**config.mk**
```make
export PLATFORM = sky130hd
export DESIGN_NAME = mmcl_loader
export DESIGN_NICKNAME = d
export VERILOG_FILES = /design/src/mmcl_pkg.sv /design/src/mmcl_loader.sv
export VERILOG_INCLUDE_DIRS = /design/src
export SDC_FILE = /design/constraint.sdc
export NUM_CORES = 1
export LEC_CHECK = 0
export BUFFER_PORTS_ARGS = -buffer_cell sky130_fd_sc_hd__clkbuf_2
export CAP_MARGIN = 20
export CORE_ASPECT_RATIO = 1.75
export CORE_MARGIN = 2
export CORE_UTILIZATION = 40
export DETAILED_ROUTE_END_ITERATION = 7
export PLACE_DENSITY = 0.73
export RECOVER_POWER = 50
export REMOVE_ABC_BUFFERS = 1
export SLEW_MARGIN = 10
export SYNTH_ARGS = -nofsm -noshare
export SYNTH_HDL_FRONTEND = slang
export SYNTH_SLANG_ARGS = --single-unit
```
**constraint.sdc**
```tcl
create_clock -name ref_clk -period 4.6 [get_ports ref_clk]
set_input_delay 0.69 -clock ref_clk [delete_from_list [all_inputs] [get_ports ref_clk]]
set_output_delay 0.69 -clock ref_clk [all_outputs]
set_load 0.02 [all_outputs]
```
**src/mmcl_params.svh**
```systemverilog
// Summary of operation
// - capture all parameters at power-up and reset
// - true parameter is bit 1, false 0
// - mode parameters fixed, not changed at run
// - other parameters seed register reset defaults
// - enabled host may read all registers and overwrite PHYCTL and MGMT; MODE is read-only
// - host port parameter makes registers usable
// - no host: management serial follows parameter
// - host and parameter: enable bit gates serial
// - transmit client 16 bits wide or 8
// - receive client 16 bits wide or 8
// - one phy select at most; none means MII/GMII
// - serial gig allows run-time 1000BASE-X switch
// - reduced gig select gives RGMII operation
// - serial gig select gives SGMII operation
// - gig x select gives 1000BASE-X operation
// - asynchronous reset starts capture, clears all
`ifndef MMCL_PARAMS_SVH
`define MMCL_PARAMS_SVH
// ==========================================
// register byte offsets
`define MMCL_OFS_MODE 4'h0
`define MMCL_OFS_PHYCTL 4'h4
`define MMCL_OFS_MGMT 4'h8
`define MMCL_ADDR_W 4
// ==========================================
// field positions
`define MMCL_BIT_HOST 0
`define MMCL_BIT_MGMTP 1
`define MMCL_BIT_TXW 2
`define MMCL_BIT_RXW 3
`define MMCL_BIT_PHYLO 4
`define MMCL_BIT_ERR 6
`define MMCL_BIT_VALID 7
`define MMCL_BIT_BASEX 0
`define MMCL_BIT_MGMTEN 0
// ==========================================
// responses and counts
`define MMCL_RESP_OKAY 2'h0
`define MMCL_RESP_SLVERR 2'h2
`define MMCL_RESP_DECERR 2'h3
`define MMCL_SYNC_WAIT 2'h2
`endif

```
**src/mmcl_pkg.sv**
```systemverilog
package mmcl_pkg;
  // physical interface operating mode
  typedef enum logic [1:0] {
    MMCL_PHY_MII_GMII = 2'h0,
    MMCL_PHY_RGMII = 2'h1,
    MMCL_PHY_SGMII = 2'h2,
    MMCL_PHY_BASEX = 2'h3
  } mmcl_phy_t;

  // raw configuration parameter levels
  typedef struct packed {
    logic host_port_enable_param;
    logic mgmt_serial_enable_param;
    logic tx_client_wide_param;
    logic rx_client_wide_param;
    logic reduced_gig_phy_select_param;
    logic serial_gig_phy_select_param;
    logic gig_x_pcs_select_param;
  } mmcl_straps_t;

  // decoded settings handed to the mac
  typedef struct packed {
    logic host_port_en;
    logic mgmt_serial_en;
    logic tx_client_wide;
    logic rx_client_wide;
    mmcl_phy_t phy_mode;
    logic cfg_err;
    logic cfg_valid;
  } mmcl_mode_t;
endpackage

```
**src/mmcl_loader.sv**
```systemverilog
`timescale 1ns/1ps
`include "mmcl_params.svh"
module mmcl_loader
  import mmcl_pkg::*;
(
  input wire logic ref_clk,
  input wire logic rst_b,
  input wire mmcl_straps_t straps,
  output mmcl_mode_t mode,
  input wire logic [`MMCL_ADDR_W-1:0] s_axi_awaddr,
  input wire logic s_axi_awvalid,
  output logic s_axi_awready,
  input wire logic [31:0] s_axi_wdata,
  input wire logic [3:0] s_axi_wstrb,
  input wire logic s_axi_wvalid,
  output logic s_axi_wready,
  output logic [1:0] s_axi_bresp,
  output logic s_axi_bvalid,
  input wire logic s_axi_bready,
  input wire logic [`MMCL_ADDR_W-1:0] s_axi_araddr,
  input wire logic s_axi_arvalid,
  output logic s_axi_arready,
  output logic [31:0] s_axi_rdata,
  output logic [1:0] s_axi_rresp,
  output logic s_axi_rvalid,
  input wire logic s_axi_rready
);

  // ==========================================
  // parameter synchroniser
  mmcl_straps_t strap_s1_r; // first stage, read only by stage two
  mmcl_straps_t strap_s2_r; // settled parameter levels

  // straps come from pins, so two flops before use
  always_ff @(posedge ref_clk or negedge rst_b)
  begin
    if (!rst_b)
    begin
      strap_s1_r <= '0;
      strap_s2_r <= '0;
    end
    else
    begin
      strap_s1_r <= straps;
      strap_s2_r <= strap_s1_r;
    end
  end

  // ==========================================
  // capture sequencer
  typedef enum logic [1:0] {ST_FILL, ST_LOAD, ST_RUN} mmcl_state_t;
  mmcl_state_t state_r; // loader phase
  logic [1:0] fill_cnt_r; // cycles spent filling the synchroniser

  // reset forces a fresh load every time
  always_ff @(posedge ref_clk or negedge rst_b)
  begin
    if (!rst_b)
    begin
      state_r <= ST_FILL;
      fill_cnt_r <= 2'h0;
    end
    else
    begin
      case (state_r)
        // wait until sampled straps are real, not reset zeros
        ST_FILL:
        begin
          fill_cnt_r <= fill_cnt_r + 2'h1;
          if (fill_cnt_r == `MMCL_SYNC_WAIT)
          begin
            state_r <= ST_LOAD;
          end
        end
        // single load cycle
        ST_LOAD:
        begin
          state_r <= ST_RUN;
        end
        // held until the next reset
        ST_RUN:
        begin
          state_r <= ST_RUN;
        end
        default:
        begin
          state_r <= ST_FILL;
        end
      endcase
    end
  end

  wire logic load_now = (state_r == ST_LOAD); // capture strobe

  // ==========================================
  // static mode state
  mmcl_straps_t cap_r; // captured parameter bits
  mmcl_phy_t phy_base_r; // decoded fixed phy mode
  logic cfg_err_r; // more than one phy select was set
  logic cfg_valid_r; // capture has completed

  // conflicting selects count as error
  wire logic [1:0] sel_cnt = 2'({1'b0, strap_s2_r.reduced_gig_phy_select_param})
    + 2'({1'b0, strap_s2_r.serial_gig_phy_select_param})
    + 2'({1'b0, strap_s2_r.gig_x_pcs_select_param});

  // decode only at load, never at run time
  always_ff @(posedge ref_clk or negedge rst_b)
  begin
    if (!rst_b)
    begin
      cap_r <= '0;
      phy_base_r <= MMCL_PHY_MII_GMII;
      cfg_err_r <= 1'b0;
      cfg_valid_r <= 1'b0;
    end
    else if (load_now)
    begin
      cap_r <= strap_s2_r;
      cfg_valid_r <= 1'b1;
      cfg_err_r <= (sel_cnt > 2'h1);
      // an error falls back to the safe default, flagged above
      if (sel_cnt != 2'h1)
      begin
        phy_base_r <= MMCL_PHY_MII_GMII;
      end
      else if (strap_s2_r.reduced_gig_phy_select_param)
      begin
        phy_base_r <= MMCL_PHY_RGMII;
      end
      else if (strap_s2_r.serial_gig_phy_select_param)
      begin
        phy_base_r <= MMCL_PHY_SGMII;
      end
      else
      begin
        phy_base_r <= MMCL_PHY_BASEX;
      end
    end
  end

  // ==========================================
  // host-writable control registers
  logic basex_sel_r; // run-time 1000BASE-X choice on serial gig
  logic mgmt_cfg_en_r; // management serial enable bit
  logic wr_do; // write commits this cycle
  logic [`MMCL_ADDR_W-1:0] aw_addr_r; // held write address
  logic [31:0] w_data_r; // held write data
  logic [3:0] w_strb_r; // held byte enables
  logic wr_ok; // host may change registers

  assign wr_ok = cap_r.host_port_enable_param & cfg_valid_r;

  // defaults come from parameters at load
  always_ff @(posedge ref_clk or negedge rst_b)
  begin
    if (!rst_b)
    begin
      basex_sel_r <= 1'b0;
      mgmt_cfg_en_r <= 1'b0;
    end
    else if (load_now)
    begin
      basex_sel_r <= strap_s2_r.gig_x_pcs_select_param;
      mgmt_cfg_en_r <= strap_s2_r.mgmt_serial_enable_param;
    end
    else if (wr_do && wr_ok && w_strb_r[0])
    begin
      // host overwrites the loaded default
      if (aw_addr_r == `MMCL_OFS_MGMT)
      begin
        mgmt_cfg_en_r <= w_data_r[`MMCL_BIT_MGMTEN];
      end
      // only a serial gig build may switch
      else if (aw_addr_r == `MMCL_OFS_PHYCTL && cap_r.serial_gig_phy_select_param && !cfg_err_r)
      begin
        basex_sel_r <= w_data_r[`MMCL_BIT_BASEX];
      end
    end
  end

  // ==========================================
  // decoded outputs, all registered
  always_ff @(posedge ref_clk or negedge rst_b)
  begin
    if (!rst_b)
    begin
      mode <= '0;
    end
    else
    begin
      mode.host_port_en <= cap_r.host_port_enable_param;
      mode.tx_client_wide <= cap_r.tx_client_wide_param;
      mode.rx_client_wide <= cap_r.rx_client_wide_param;
      mode.cfg_err <= cfg_err_r;
      mode.cfg_valid <= cfg_valid_r;
      // fixed without host, gated by bit with host
      if (cap_r.host_port_enable_param)
      begin
        mode.mgmt_serial_en <= cap_r.mgmt_serial_enable_param & mgmt_cfg_en_r;
      end
      else
      begin
        mode.mgmt_serial_en <= cap_r.mgmt_serial_enable_param;
      end
      // serial gig may swap to 1000BASE-X at run time
      if (phy_base_r == MMCL_PHY_SGMII && basex_sel_r)
      begin
        mode.phy_mode <= MMCL_PHY_BASEX;
      end
      else
      begin
        mode.phy_mode <= phy_base_r;
      end
    end
  end

  // ==========================================
  // bus write channel
  logic aw_got_r; // address held
  logic w_got_r; // data held

  assign wr_do = aw_got_r & w_got_r & ~s_axi_bvalid;

  // address and data taken in either order
  always_ff @(posedge ref_clk or negedge rst_b)
  begin
    if (!rst_b)
    begin
      aw_got_r <= 1'b0;
      w_got_r <= 1'b0;
      aw_addr_r <= '0;
      w_data_r <= '0;
      w_strb_r <= '0;
      s_axi_awready <= 1'b0;
      s_axi_wready <= 1'b0;
    end
    else
    begin
      // address side
      if (s_axi_awvalid && s_axi_awready)
      begin
        aw_got_r <= 1'b1;
        aw_addr_r <= s_axi_awaddr;
        s_axi_awready <= 1'b0;
      end
      else if (wr_do)
      begin
        aw_got_r <= 1'b0;
      end
      else if (!aw_got_r && !s_axi_bvalid)
      begin
        s_axi_awready <= 1'b1;
      end
      // data side
      if (s_axi_wvalid && s_axi_wready)
      begin
        w_got_r <= 1'b1;
        w_data_r <= s_axi_wdata;
        w_strb_r <= s_axi_wstrb;
        s_axi_wready <= 1'b0;
      end
      else if (wr_do)
      begin
        w_got_r <= 1'b0;
      end
      else if (!w_got_r && !s_axi_bvalid)
      begin
        s_axi_wready <= 1'b1;
      end
    end
  end

  // write response after both halves
  always_ff @(posedge ref_clk or negedge rst_b)
  begin
    if (!rst_b)
    begin
      s_axi_bvalid <= 1'b0;
      s_axi_bresp <= `MMCL_RESP_OKAY;
    end
    else if (wr_do)
    begin
      s_axi_bvalid <= 1'b1;
      // no host port means registers are read-only
      if (aw_addr_r != `MMCL_OFS_MODE && aw_addr_r != `MMCL_OFS_PHYCTL && aw_addr_r != `MMCL_OFS_MGMT)
      begin
        s_axi_bresp <= `MMCL_RESP_DECERR;
      end
      else if (!wr_ok || aw_addr_r == `MMCL_OFS_MODE)
      begin
        s_axi_bresp <= `MMCL_RESP_SLVERR;
      end
      else
      begin
        s_axi_bresp <= `MMCL_RESP_OKAY;
      end
    end
    else if (s_axi_bready)
    begin
      s_axi_bvalid <= 1'b0;
    end
  end

  // ==========================================
  // bus read channel
  logic [31:0] rd_word; // selected register image

  // reads always allowed so state stays visible
  always_comb
  begin
    rd_word = 32'h0000_0000;
    case (s_axi_araddr)
      `MMCL_OFS_MODE:
      begin
        rd_word[`MMCL_BIT_HOST] = cap_r.host_port_enable_param;
        rd_word[`MMCL_BIT_MGMTP] = cap_r.mgmt_serial_enable_param;
        rd_word[`MMCL_BIT_TXW] = cap_r.tx_client_wide_param;
        rd_word[`MMCL_BIT_RXW] = cap_r.rx_client_wide_param;
        rd_word[`MMCL_BIT_PHYLO+1:`MMCL_BIT_PHYLO] = mode.phy_mode;
        rd_word[`MMCL_BIT_ERR] = cfg_err_r;
        rd_word[`MMCL_BIT_VALID] = cfg_valid_r;
      end
      `MMCL_OFS_PHYCTL:
      begin
        rd_word[`MMCL_BIT_BASEX] = basex_sel_r;
      end
      `MMCL_OFS_MGMT:
      begin
        rd_word[`MMCL_BIT_MGMTEN] = mgmt_cfg_en_r;
      end
      default:
      begin
        rd_word = 32'h0000_0000;
      end
    endcase
  end

  // one read in flight; ready returns after the data is taken
  always_ff @(posedge ref_clk or negedge rst_b)
  begin
    if (!rst_b)
    begin
      s_axi_arready <= 1'b0;
      s_axi_rvalid <= 1'b0;
      s_axi_rdata <= 32'h0000_0000;
      s_axi_rresp <= `MMCL_RESP_OKAY;
    end
    else if (s_axi_arvalid && s_axi_arready)
    begin
      s_axi_arready <= 1'b0;
      s_axi_rvalid <= 1'b1;
      s_axi_rdata <= rd_word;
      // unmapped address answers decode error
      if (s_axi_araddr == `MMCL_OFS_MODE || s_axi_araddr == `MMCL_OFS_PHYCTL
          || s_axi_araddr == `MMCL_OFS_MGMT)
      begin
        s_axi_rresp <= `MMCL_RESP_OKAY;
      end
      else
      begin
        s_axi_rresp <= `MMCL_RESP_DECERR;
      end
    end
    else if (s_axi_rvalid)
    begin
      if (s_axi_rready)
      begin
        s_axi_rvalid <= 1'b0;
      end
    end
    else
    begin
      s_axi_arready <= 1'b1;
    end
  end

endmodule // mmcl_loader

```
Word-level counts from Yosys, hierarchy flattened --
Cells that the tools add are included.
Storage, ports and cells: bits in registers 62, input port bits 58, output and inout bits 49, word-level logic and storage cells 143
Cells by class: add/sub/neg operators 3, magnitude comparators 1, equal/unequal tests 16, multiplexer cells 35, bitwise gates (word level) 5, reduce and logical (&&, ||, !) cells 37
Operator list (count):
- 2-to-1 mux 1 bit | 25
- nonzero test 2 bit | 8
- 2-to-1 mux 2 bit | 7
- logical AND 1 bit | 12
- == test 4 x 3 -> 1 bit, second input constant | 2
- == test 4 bit, second input constant | 2
- logical NOT 4 bit | 2
- != test 2 x 1 -> 1 bit, second input constant | 4
- 2-to-1 mux 7 bit | 1
- == test 2 bit, second input constant | 3
- AND reduction 2 bit | 3
- logical NOT 1 bit | 5
- AND 1 bit | 4
- != test 2 bit, second input constant | 2
- != test 4 x 3 -> 1 bit, second input constant | 1
- != test 4 bit, second input constant | 1
- one-hot mux 2 bit (2 select lines) | 1
- nonzero test 4 bit | 1
- logical OR 1 bit | 3
- one-hot mux 1 bit (3 select lines) | 1
- AND reduction 3 bit | 1
- adder 1 x 1 -> 2 bit | 1
- adder 2 x 1 -> 2 bit | 1
- adder 2 x 1 -> 2 bit, second input constant | 1
- other kinds (5) | 5

Logic depth before layout (Yosys ltp) --
Gate-level depths: netlist of the first run.
depth after elaboration 7, mapped depth 6

Least setup slack after synthesis of the first run --
OpenSTA, ideal clock, no wires.
kind input port to flip-flop, start point input s_axi_araddr[1], end point register s_axi_rdata[1], library setup time 0.066 ns, arrival 1.491 ns, data required time 4.534 ns, slack 3.043 ns, cell stages on the path 3, buffers on the path 0, cell sequence or4_4 nor2_8 a22o_1
Between the ends: cells in the longest elaborated chain, start to end 2
Ends and longest elaborated chain:
- start, declared | line mmcl_loader.sv:20 | input wire logic [`MMCL_ADDR_W-1:0] s_axi_araddr,
- logical NOT 4 bit | line mmcl_loader.sv:313 | case (s_axi_araddr)
- 2-to-1 mux 7 bit | line mmcl_loader.sv:313
- end signal, assigned | line mmcl_loader.sv:353 | s_axi_rdata <= rd_word;
- end, declared | line mmcl_loader.sv:23 | output logic [31:0] s_axi_rdata,
Every way passes these cells. A chain may end at the register's enable or synchronous reset.

==> run metrics, run 1 <==
Sw Share=30.3%; register area share after synthesis=62.6%; hold path depth=0; Min Clock Period, post-route=1.85 ns; Hold Crit Class=flop to flop; clock latency on the worst-skew pair=0.33 ns; Post-Synth Adder-Cell Area=2.87%; diode count=0; multi-input logic area=731 um2; io pins=107; Int Pwr=0.000990 W; post_cts resized=0; status=finished clean; fin area=2820 um2; Routed WL per cell=12.5 um; die area=6760 um2; Yosys reg bits=61; Post-Place Cells=306; Leak=1.42 nW; routability congestion estimate=0.735; startpoint type of the worst setup path=input port; arrival time worst endpoint=2.32 ns; vias in the first global route=1436; GR Overflow Total=0; Mapped Cells=185; chip width=63.0 um; Seq pwr share=49.4%; main combinational cell family by area after synthesis=buffers and inverters; worst-margin pin slew=1.49 ns; initial antenna violation count=0; clock tree buffer depth=2; layout cells sized above 1=31.3%; H-tree depth=3; Slew Viols, Final=0; Net Sw Power=0.000431 W; Critical Path Slowest Stage Cell=clkbuf_1; largest net degree at the start of global routing=34; Iter 0 DRT Violations=23; crit path cell chain=clkbuf_1 -> buf_4; vias post-DR=1445; Yosys cell types=34; WP buf/inv=2; worst r2r src=state_r[1]$_DFFE_PN0P_; CP max stage delay=1.06 ns; Crit Path Class=input port to async pin; DP HPWL=2930 um; post-synthesis mux area share=8.47%; DRT Pass-1 Iters=3; CTS tree=done; Hold Startpoint=strap_s1_r[3]$_DFF_PN0_; Hold WS=0.348 ns; period utilization=40.2%; maxcap violations=0; Synth Area in Simple Gates=7.13%; Rel. slew slack=0.971%; endpoints failing hold=0; r2r setup slk=3.03 ns; RSZ-0062 raised after global routing=false; DRC=0; height of the die=107 um; CTS Buf Count=9; setup_tns=0 ns; clock share of power=29.5%; Sink Count=61; delay-heaviest family, CP=buffers and inverters; first-pass GRT wire length=6680 um; Vias/cell=4.50; Avg Cell Area, Syn=13.2 um2; commonest non-fill, non-tap cell in the layout=dfrtp_1; PD cells=504 nW/um2; CTS Hold Bufs=0; Post-Synth XOR/XNOR Area=0.718%; Final nets=302; crit-path max FO=33; initial core utilization=41.5%; Post-Layout Cell Count=321; antenna-violating nets left=0; Peak VDD IR=0.000275 V; input/output buffers=48; Hold EP=strap_s2_r[3]$_DFF_PN0_; share of the synthesized area in the top cell type=62.6%; Max Freq=541 MHz; Area Overhead vs Synth=15.6%; reg2reg path depth=3; Logic pwr share=21.1%; WP data required=5.07 ns; clk root buf=clkbuf_8; Placed Area=2670 um2; Worst setup EP type=async pin; total number of yosys warnings=0; core area=5880 um2; GRT Overall Usage=13.4%; final WL=4030 um; # setup viols final=0; area leader, netlist=dfrtp_1; clock-pin slew on the worst setup and hold paths=0.06 ns; Rows=37; Area contributors post-synth=dfrtp_1 (63%), buf_4 (7.7%), mux2_2 (6.0%); reg2reg end=cap_r[3]$_DFFE_PN0P_; cell area after synthesis=2440 um2; Final Skew=0.00414 ns; Compound-Gate Fraction of Synth Area=8.00%; post-CTS setup repair buffer count=0; Register Area=1530 um2; most frequent cells in the layout=dfrtp_1 (61), clkbuf_2 (47), conb_1 (24), mux2_2 (13), clkbuf_8 (12); # fillers=550; CP Depth=2
## state kept, by name, indices dropped and copies added, names as in the netlist, 2 cells and up
signal,count
mode,8
s_axi_rdata,8
phy_base_r,2
strap_s2_r,7
state_r,2
aw_addr_r,4
s_axi_bresp,2
cap_r,5
fill_cnt_r,2
strap_s1_r,7
## power by group through the flow
stage | Sequential [W] | Clock (W) | Combinational, W
after CTS | 0.000704 | 0.000436 | 0.000309
after global placement | 0.000709 | 0 | 0.000301
final | 0.000702 | 0.000420 | 0.000300
after floorplan | 0.000750 | 0 | 0.000160
after global routing | 0.000717 | 0.000456 | 0.000333
after detailed placement | 0.000714 | 0 | 0.000308
## cell families after synthesis
group                      Yosys count
and+or+nand+nor                     28
xor gates and xnor gates             2
AOI/OAI and AO/OA                   29
other                                1
DFF                                 61
muxes                               19
buffers and inverters               40
adders and majority gates            5
## cells in the mapped netlist
| master | instances |
|---|---|
| dfrtp_1 | 61 |
| buf_4 | 25 |
| mux2_2 | 13 |
| inv_1 | 11 |
| a22o_1 | 8 |
| nand2_1 | 8 |
| o21ai_0 | 8 |
| mux2i_1 | 6 |
| nor2_1 | 5 |
| a21oi_1 | 4 |
| ha_1 | 4 |
| clkbuf_1 | 3 |
| o21a_1 | 3 |
| a211oi_1 | 2 |
| nand2b_1 | 2 |
| nand4_1 | 2 |
| nor2b_1 | 2 |
| xor2_1 | 2 |
| a21boi_0 | 1 |
| a21o_1 | 1 |
| a31oi_1 | 1 |
| and3b_1 | 1 |
| and4bb_2 | 1 |
| buf_2 | 1 |
| conb_1 | 1 |
| fa_1 | 1 |
| nand2_2 | 1 |
| nand3b_1 | 1 |
| nor2_8 | 1 |
| nor3_1 | 1 |
| nor4bb_1 | 1 |
| o22ai_1 | 1 |
| or2_2 | 1 |
| or4_4 | 1 |
## layout make-up
| cell class | instances | area share (%) |
|---|---|---|
| Clock buffer | 14 | 6.12 |
| Clock inverter | 1 | 0.177 |
| Inverter | 11 | 1.46 |
| Multi-Input combinational cell | 107 | 25.9 |
| Sequential cell | 61 | 54.1 |
| Tap cell | 78 | 3.46 |
| Timing Repair Buffer | 49 | 8.74 |
## stage by stage
step	util, %	power [W]	setup slack [ns]
floorplan	-	0.000911	3.04
global placement	45.4	0.00101	2.89
detailed placement	45.4	0.00102	2.85
CTS	48.4	0.00145	2.92
global route	48.0	0.00151	2.38
finish	48.0	0.00142	2.75
## per-layer routing
layer	part of all wire [%]	GRT usage (%)	wire, um	vias to the layer above
met4	3.1	9.05	125	0
met2	53	22.4	2130	54
met5	0	0	0	-
li1	-	-	-	683
met1	38	14.2	1540	699
met3	5.6	4.18	225	9
## how the worst max path moves through the flow
stage	start	end	slack [ns]
floorplan	s_axi_araddr[1]	s_axi_rdata[1]$_DFFE_PN0P_	3.04
global placement	s_axi_araddr[1]	s_axi_rdata[5]$_DFFE_PN0P_	2.89
detailed placement	s_axi_araddr[1]	s_axi_rdata[2]$_DFFE_PN0P_	2.85
CTS	s_axi_bvalid$_DFFE_PN0P_	s_axi_bvalid	2.92
global route	rst_b	cap_r[3]$_DFFE_PN0P_	2.38
finish	rst_b	w_data_r[0]$_DFFE_PN0P_	2.75
Power figures use the tool's default switching activity.
==> run 2, diff against run 1 <==
Settings changed: ABC_AREA from default to 1.
Clock period 4.6 ns to 1.9 ns, I/O delays scaled along.
==> run metrics, run 2 <==
register area share after synthesis=61.7%; CTS tree=done; most frequent cells in the layout=dfrtp_1 (61), nand2_1 (51), clkbuf_2 (48), inv_1 (24), conb_1 (24); DRT Pass-1 Iters=5; Final nets=366; antenna-violating nets left=0; clk root buf=clkbuf_8; Worst setup EP type=flop; arrival time worst endpoint=1.61 ns; startpoint type of the worst setup path=flop; PD cells=1290 nW/um2; clock tree buffer depth=2; diode count=0; cell with the most instances after synthesis=dfrtp_1; period utilization=72.4%; worst r2r src=state_r[1]$_DFFE_PN0P_; # setup viols final=0; DP HPWL=2880 um; Leak=1.55 nW; routability congestion estimate=0.812; Peak VDD IR=0.000598 V; worst-margin pin slew=0.805 ns; height of the die=108 um; Slew Viols, Final=0; Hold Crit Class=input port to flop; Top FF cell, synth=dfrtp_1; Area Overhead vs Synth=20.0%; RSZ-0062 raised after global routing=false; Post-Place Cells=369; Min Clock Period, post-route=1.38 ns; Iter 0 DRT Violations=73; EDFF count, synth=0; share of the synthesized area in the top cell type=61.7%; layout cells sized above 1=23.7%; Final Skew=0.00842 ns; largest net degree at the start of global routing=62; area leader, netlist=dfrtp_1; GRT Overall Usage=13.4%; status=finished clean; Yosys cell types=26; GR Overflow Total=0; cell area after synthesis=2470 um2; Routed WL per cell=10.2 um; die area=6850 um2; input/output buffers=48; core area=5930 um2; chip width=63.4 um; first-pass GRT wire length=6840 um; total number of yosys warnings=0; biggest registers after layout=mode x8, s_axi_rdata x8; WP data required=2.13 ns; final WL=3950 um; worst setup path end=basex_sel_r$_DFFE_PN0P_; initial antenna violation count=0; Area contributors post-synth=dfrtp_1 (62%), nand2_1 (7.7%), buf_4 (7.6%); commonest non-fill, non-tap cell in the layout=dfrtp_1; crit-path max FO=8; H-tree depth=3; Post-Layout Cell Count=386; reg2reg end=basex_sel_r$_DFFE_PN0P_; Rows=37; initial core utilization=41.7%; Avg Cell Area, Syn=10.1 um2; Max Freq=727 MHz; io pins=107; reg2reg path depth=7; Rel. slew slack=46.4%; Mapped Cells=245; async set or reset register ratio after synthesis=100%; Vias/cell=4.27; Yosys reg bits=61; clock-pin slew on the worst setup and hold paths=0.07 ns; Hold WS=0.0439 ns; post_cts resized=0; endpoints failing hold=0; DRC=0; setup_tns=0 ns; vias in the first global route=1607; Sink Count=61; r2r setup slk=0.52 ns; clock latency on the worst-skew pair=0.34 ns; Crit Path Class=flop to flop; synth cell count leaders=dfrtp_1 (61), nand2_1 (51), buf_4 (25); maxcap violations=0; vias post-DR=1649; critical path launch point=state_r[1]$_DFFE_PN0P_; CTS Buf Count=9
## run 2: power breakdown
group / internal [W] / switching, W / leakage (nW)
combinational: 0.000264 / 0.000521 / 0.720
clock: 0.000871 / 0.000501 / 0.116
sequential: 0.00153 / 0.000137 / 0.717
## run 2: critical path, cell delays in order (launching register included)
cell and delay (ns):
dfrtp_1 0.36, inv_1 0.12, ha_1 0.34, inv_2 0.14, nand2_1 0.10, o21ai_0 0.08, nand3_1 0.09, nand2_1 0.05
## run 2: what timing repair did
| action | 4_1_cts | 5_1_grt |
|---|---|---|
| hold buffers | 1 | 0 |
| setup buffers | 0 | 0 |
| endpoints found under the setup margin | 0 | 0 |
| endpoints found under the hold margin | 61 | 0 |
## run 2: cell type report
class / count / area [um2]
Fill cell: 589 / 2960
Clock buffer: 10 / 128
Multi-Input combinational cell: 153 / 733
Tap cell: 78 / 97.6
Timing Repair Buffer: 52 / 273
Clock inverter: 6 / 111
Inverter: 26 / 97.6
Sequential cell: 61 / 1530
## run 2: worst min-delay path by stage
stage / from / to / slack (ns) / cells after the start
2_1_floorplan: rst_b / aw_addr_r[0]$_DFFE_PN0P_ / -0.01 / 0
3_3_place_gp: rst_b / strap_s1_r[4]$_DFF_PN0_ / 0.31 / 2
3_5_place_dp: rst_b / strap_s1_r[4]$_DFF_PN0_ / 0.32 / 2
4_1_cts: straps[1] / strap_s1_r[1]$_DFF_PN0_ / 0.03 / 1
5_1_grt: straps[4] / strap_s1_r[4]$_DFF_PN0_ / 0.03 / 1
6_report: straps[1] / strap_s1_r[1]$_DFF_PN0_ / 0.04 / 1
## run 2: metal layers
metal	global-route usage [%]	wire length (um)	vias to the layer above
met5	0	0	-
met4	11.2	132	0
met3	3.85	215	11
met2	22.1	2060	51
met1	13.9	1540	755
li1	-	-	832
## run 2: cell families (layout without fill, tap and decap cells)
family	count (synthesis)	count (layout)	share of synthesized area (%)
AO/OA/AOI/OAI	32	32	6.83
AND/OR/NAND/NOR	88	88	14.6
XOR/XNOR	1	1	0.354
multiplexers	3	3	1.37
other	1	24	0.152
buffers and inverters	54	94	12.1
adder cells (fa/ha/maj)	5	5	2.83
flip-flops	61	61	61.7
## run 2: stage by stage
stage	power, W	utilization [%]	setup WS (ns)	cell area (um2)
after CTS	0.00388	50.3	0.516	2980
after floorplan	0.00221	-	0.600	2360
after global routing	0.00407	50.1	0.382	2970
after detailed placement	0.00249	46.1	0.526	2730
after global placement	0.00246	46.1	0.569	2730
final	0.00382	50.1	0.524	2970
==> run 3, diff against run 2 <==
Settings changed: ABC_AREA 1 to 0, PLACE_DENSITY 0.73 to 0.76.
Clock period 1.9 ns to 1.1 ns, I/O delays scaled along.
==> run metrics, run 3 (synthesis gave the netlist of run 1 again) <==
# fillers=498; biggest registers after layout=mode x8, s_axi_rdata x8; Worst setup EP type=flop; routability congestion estimate=0.691; initial antenna violation count=0; Hold WS=0.00831 ns; Hold Crit Class=input port to flop; Area Overhead vs Synth=35.6%; DRC=0; commonest non-fill, non-tap cell in the layout=dfrtp_1; Min Clock Period, post-route=1.44 ns; Placed Area=2830 um2; startpoint type of the worst setup path=flop; period utilization=131%; largest net degree at the start of global routing=62; core area=5880 um2; multi-input logic area=837 um2; H-tree depth=3; Register Area=1530 um2; arrival time worst endpoint=1.66 ns; Crit Path Class=flop to flop; Vias/cell=4.50; reg2reg path depth=5; CTS Buf Count=9; Final Skew=0.00651 ns; initial core utilization=41.5%; DP HPWL=2920 um; Iter 0 DRT Violations=46; Routed WL per cell=12.7 um; r2r setup slk=-0.34 ns; Max Freq=696 MHz; clk root buf=clkbuf_8; worst setup path end=phy_base_r[0]$_DFFE_PN0P_; critical path launch point=strap_s2_r[0]$_DFF_PN0_; Rows=37; PD cells=2050 nW/um2; Final nets=334; Peak VDD IR=0.00143 V; antenna-violating nets left=0; clock-pin slew on the worst setup and hold paths=0.07 ns; Slew Viols, Final=0; most frequent cells in the layout=dfrtp_1 (61), clkbuf_2 (43), conb_1 (24), buf_4 (13), clkbuf_8 (12); chip width=63.0 um; clock latency on the worst-skew pair=0.34 ns; crit-path max FO=2; endpoints failing hold=0; final worst-path setup slack=-0.337 ns; WP data required=1.33 ns; reg2reg end=phy_base_r[0]$_DFFE_PN0P_; first-pass GRT wire length=7470 um; Rel. slew slack=64.8%; GR Overflow Total=0; Post-Layout Cell Count=354; CTS tree=done; GRT Overall Usage=14.7%; io pins=107; RSZ-0062 raised after global routing=true; worst-margin pin slew=0.528 ns; diode count=0; maxcap violations=0; die area=6760 um2; Sink Count=61; layout cells sized above 1=41.3%; clock tree buffer depth=2; height of the die=107 um; Leak=1.66 nW; failing checks=setup timing; # setup viols final=12; final WL=4510 um; status=finished with violations; input/output buffers=48; DRT Pass-1 Iters=4; worst r2r src=strap_s2_r[0]$_DFF_PN0_; fin area=3310 um2; vias in the first global route=1615; Post-Place Cells=325; vias post-DR=1593
run 3: cell types whose count changed in the layout (fill, tap and decap cells not counted), sizes merged, moves of 3 or more:
| cell | delta |
|---|---|
| nand3 | -11 |
| dlygate4sd3 | +8 |
| buf | +25 |
| mux2 | +10 |
| a22o | +8 |
| mux2i | +6 |
| nand2 | -42 |
| nor2 | -17 |
| inv | -14 |
| a21oi | -3 |
| o21ai | -12 |
run 3: worst min-delay path by stage:
stage | start | endpoint | slack, ns | cells past startpoint
5_1_grt | s_axi_rready | s_axi_rvalid$_DFF_PN0_ | 0.04 | 2
3_5_place_dp | rst_b | strap_s1_r[3]$_DFF_PN0_ | 0.21 | 2
3_3_place_gp | rst_b | s_axi_awready$_DFFE_PN0P_ | 0.19 | 2
6_report | s_axi_rready | s_axi_rvalid$_DFF_PN0_ | 0.008 | 2
2_1_floorplan | rst_b | aw_addr_r[0]$_DFFE_PN0P_ | -0.13 | 0
4_1_cts | s_axi_rready | s_axi_rvalid$_DFF_PN0_ | 0.003 | 2
run 3: timing repair:
item                                    in CTS  in global routing
endpoints found under the hold margin       69                  0
hold buffers                                 9                  0
resized for setup                           24                 20
gates cloned                                 1                  0
setup buffers                                1                  3
endpoints found under the setup margin      14                 29
pin swaps                                    1                  6
run 3: area by class of cell:
class	instances	area share, %
sequential	61	46.2
multi-input combinational	107	25.3
timing repair buffer	81	17.8
clock buffer	13	5.11
tap	78	2.95
inverter	11	1.40
clock inverter	3	1.29
run 3: power by group:
group	internal, W	switching, W
combinational	0.000907	0.000914
sequential	0.00263	0.000258
clock	0.00123	0.000823
run 3: metal layers:
metal | global-route usage (%) | up-vias | part of all wire, %
met4 | 9.52 | 0 | 2.6
met2 | 25.9 | 55 | 55
met3 | 2.82 | 10 | 4.4
met5 | 0 | - | 0
li1 | - | 749 | -
met1 | 15.9 | 779 | 38
run 3: metrics by stage:
stage          setup TNS [ns]  total power, W  setup WS (ns)  util (%)
5_1_grt                 -2.05         0.00713         -0.413      56.2
4_1_cts                 -1.52         0.00673         -0.345      55.6
3_3_place_gp            -1.89         0.00446         -0.313      48.2
3_5_place_dp            -2.18         0.00452         -0.349      48.2
6_report                -1.42         0.00676         -0.337      56.2
2_1_floorplan           -2.50         0.00381         -0.319         -
run 3: critical path, cell delays in order, from the launching register on:
cell and delay (ns):
dfrtp_1 0.35, inv_2 0.04, fa_1 0.52, nand2b_4 0.12, a21oi_2 0.03, mux2_4 0.25
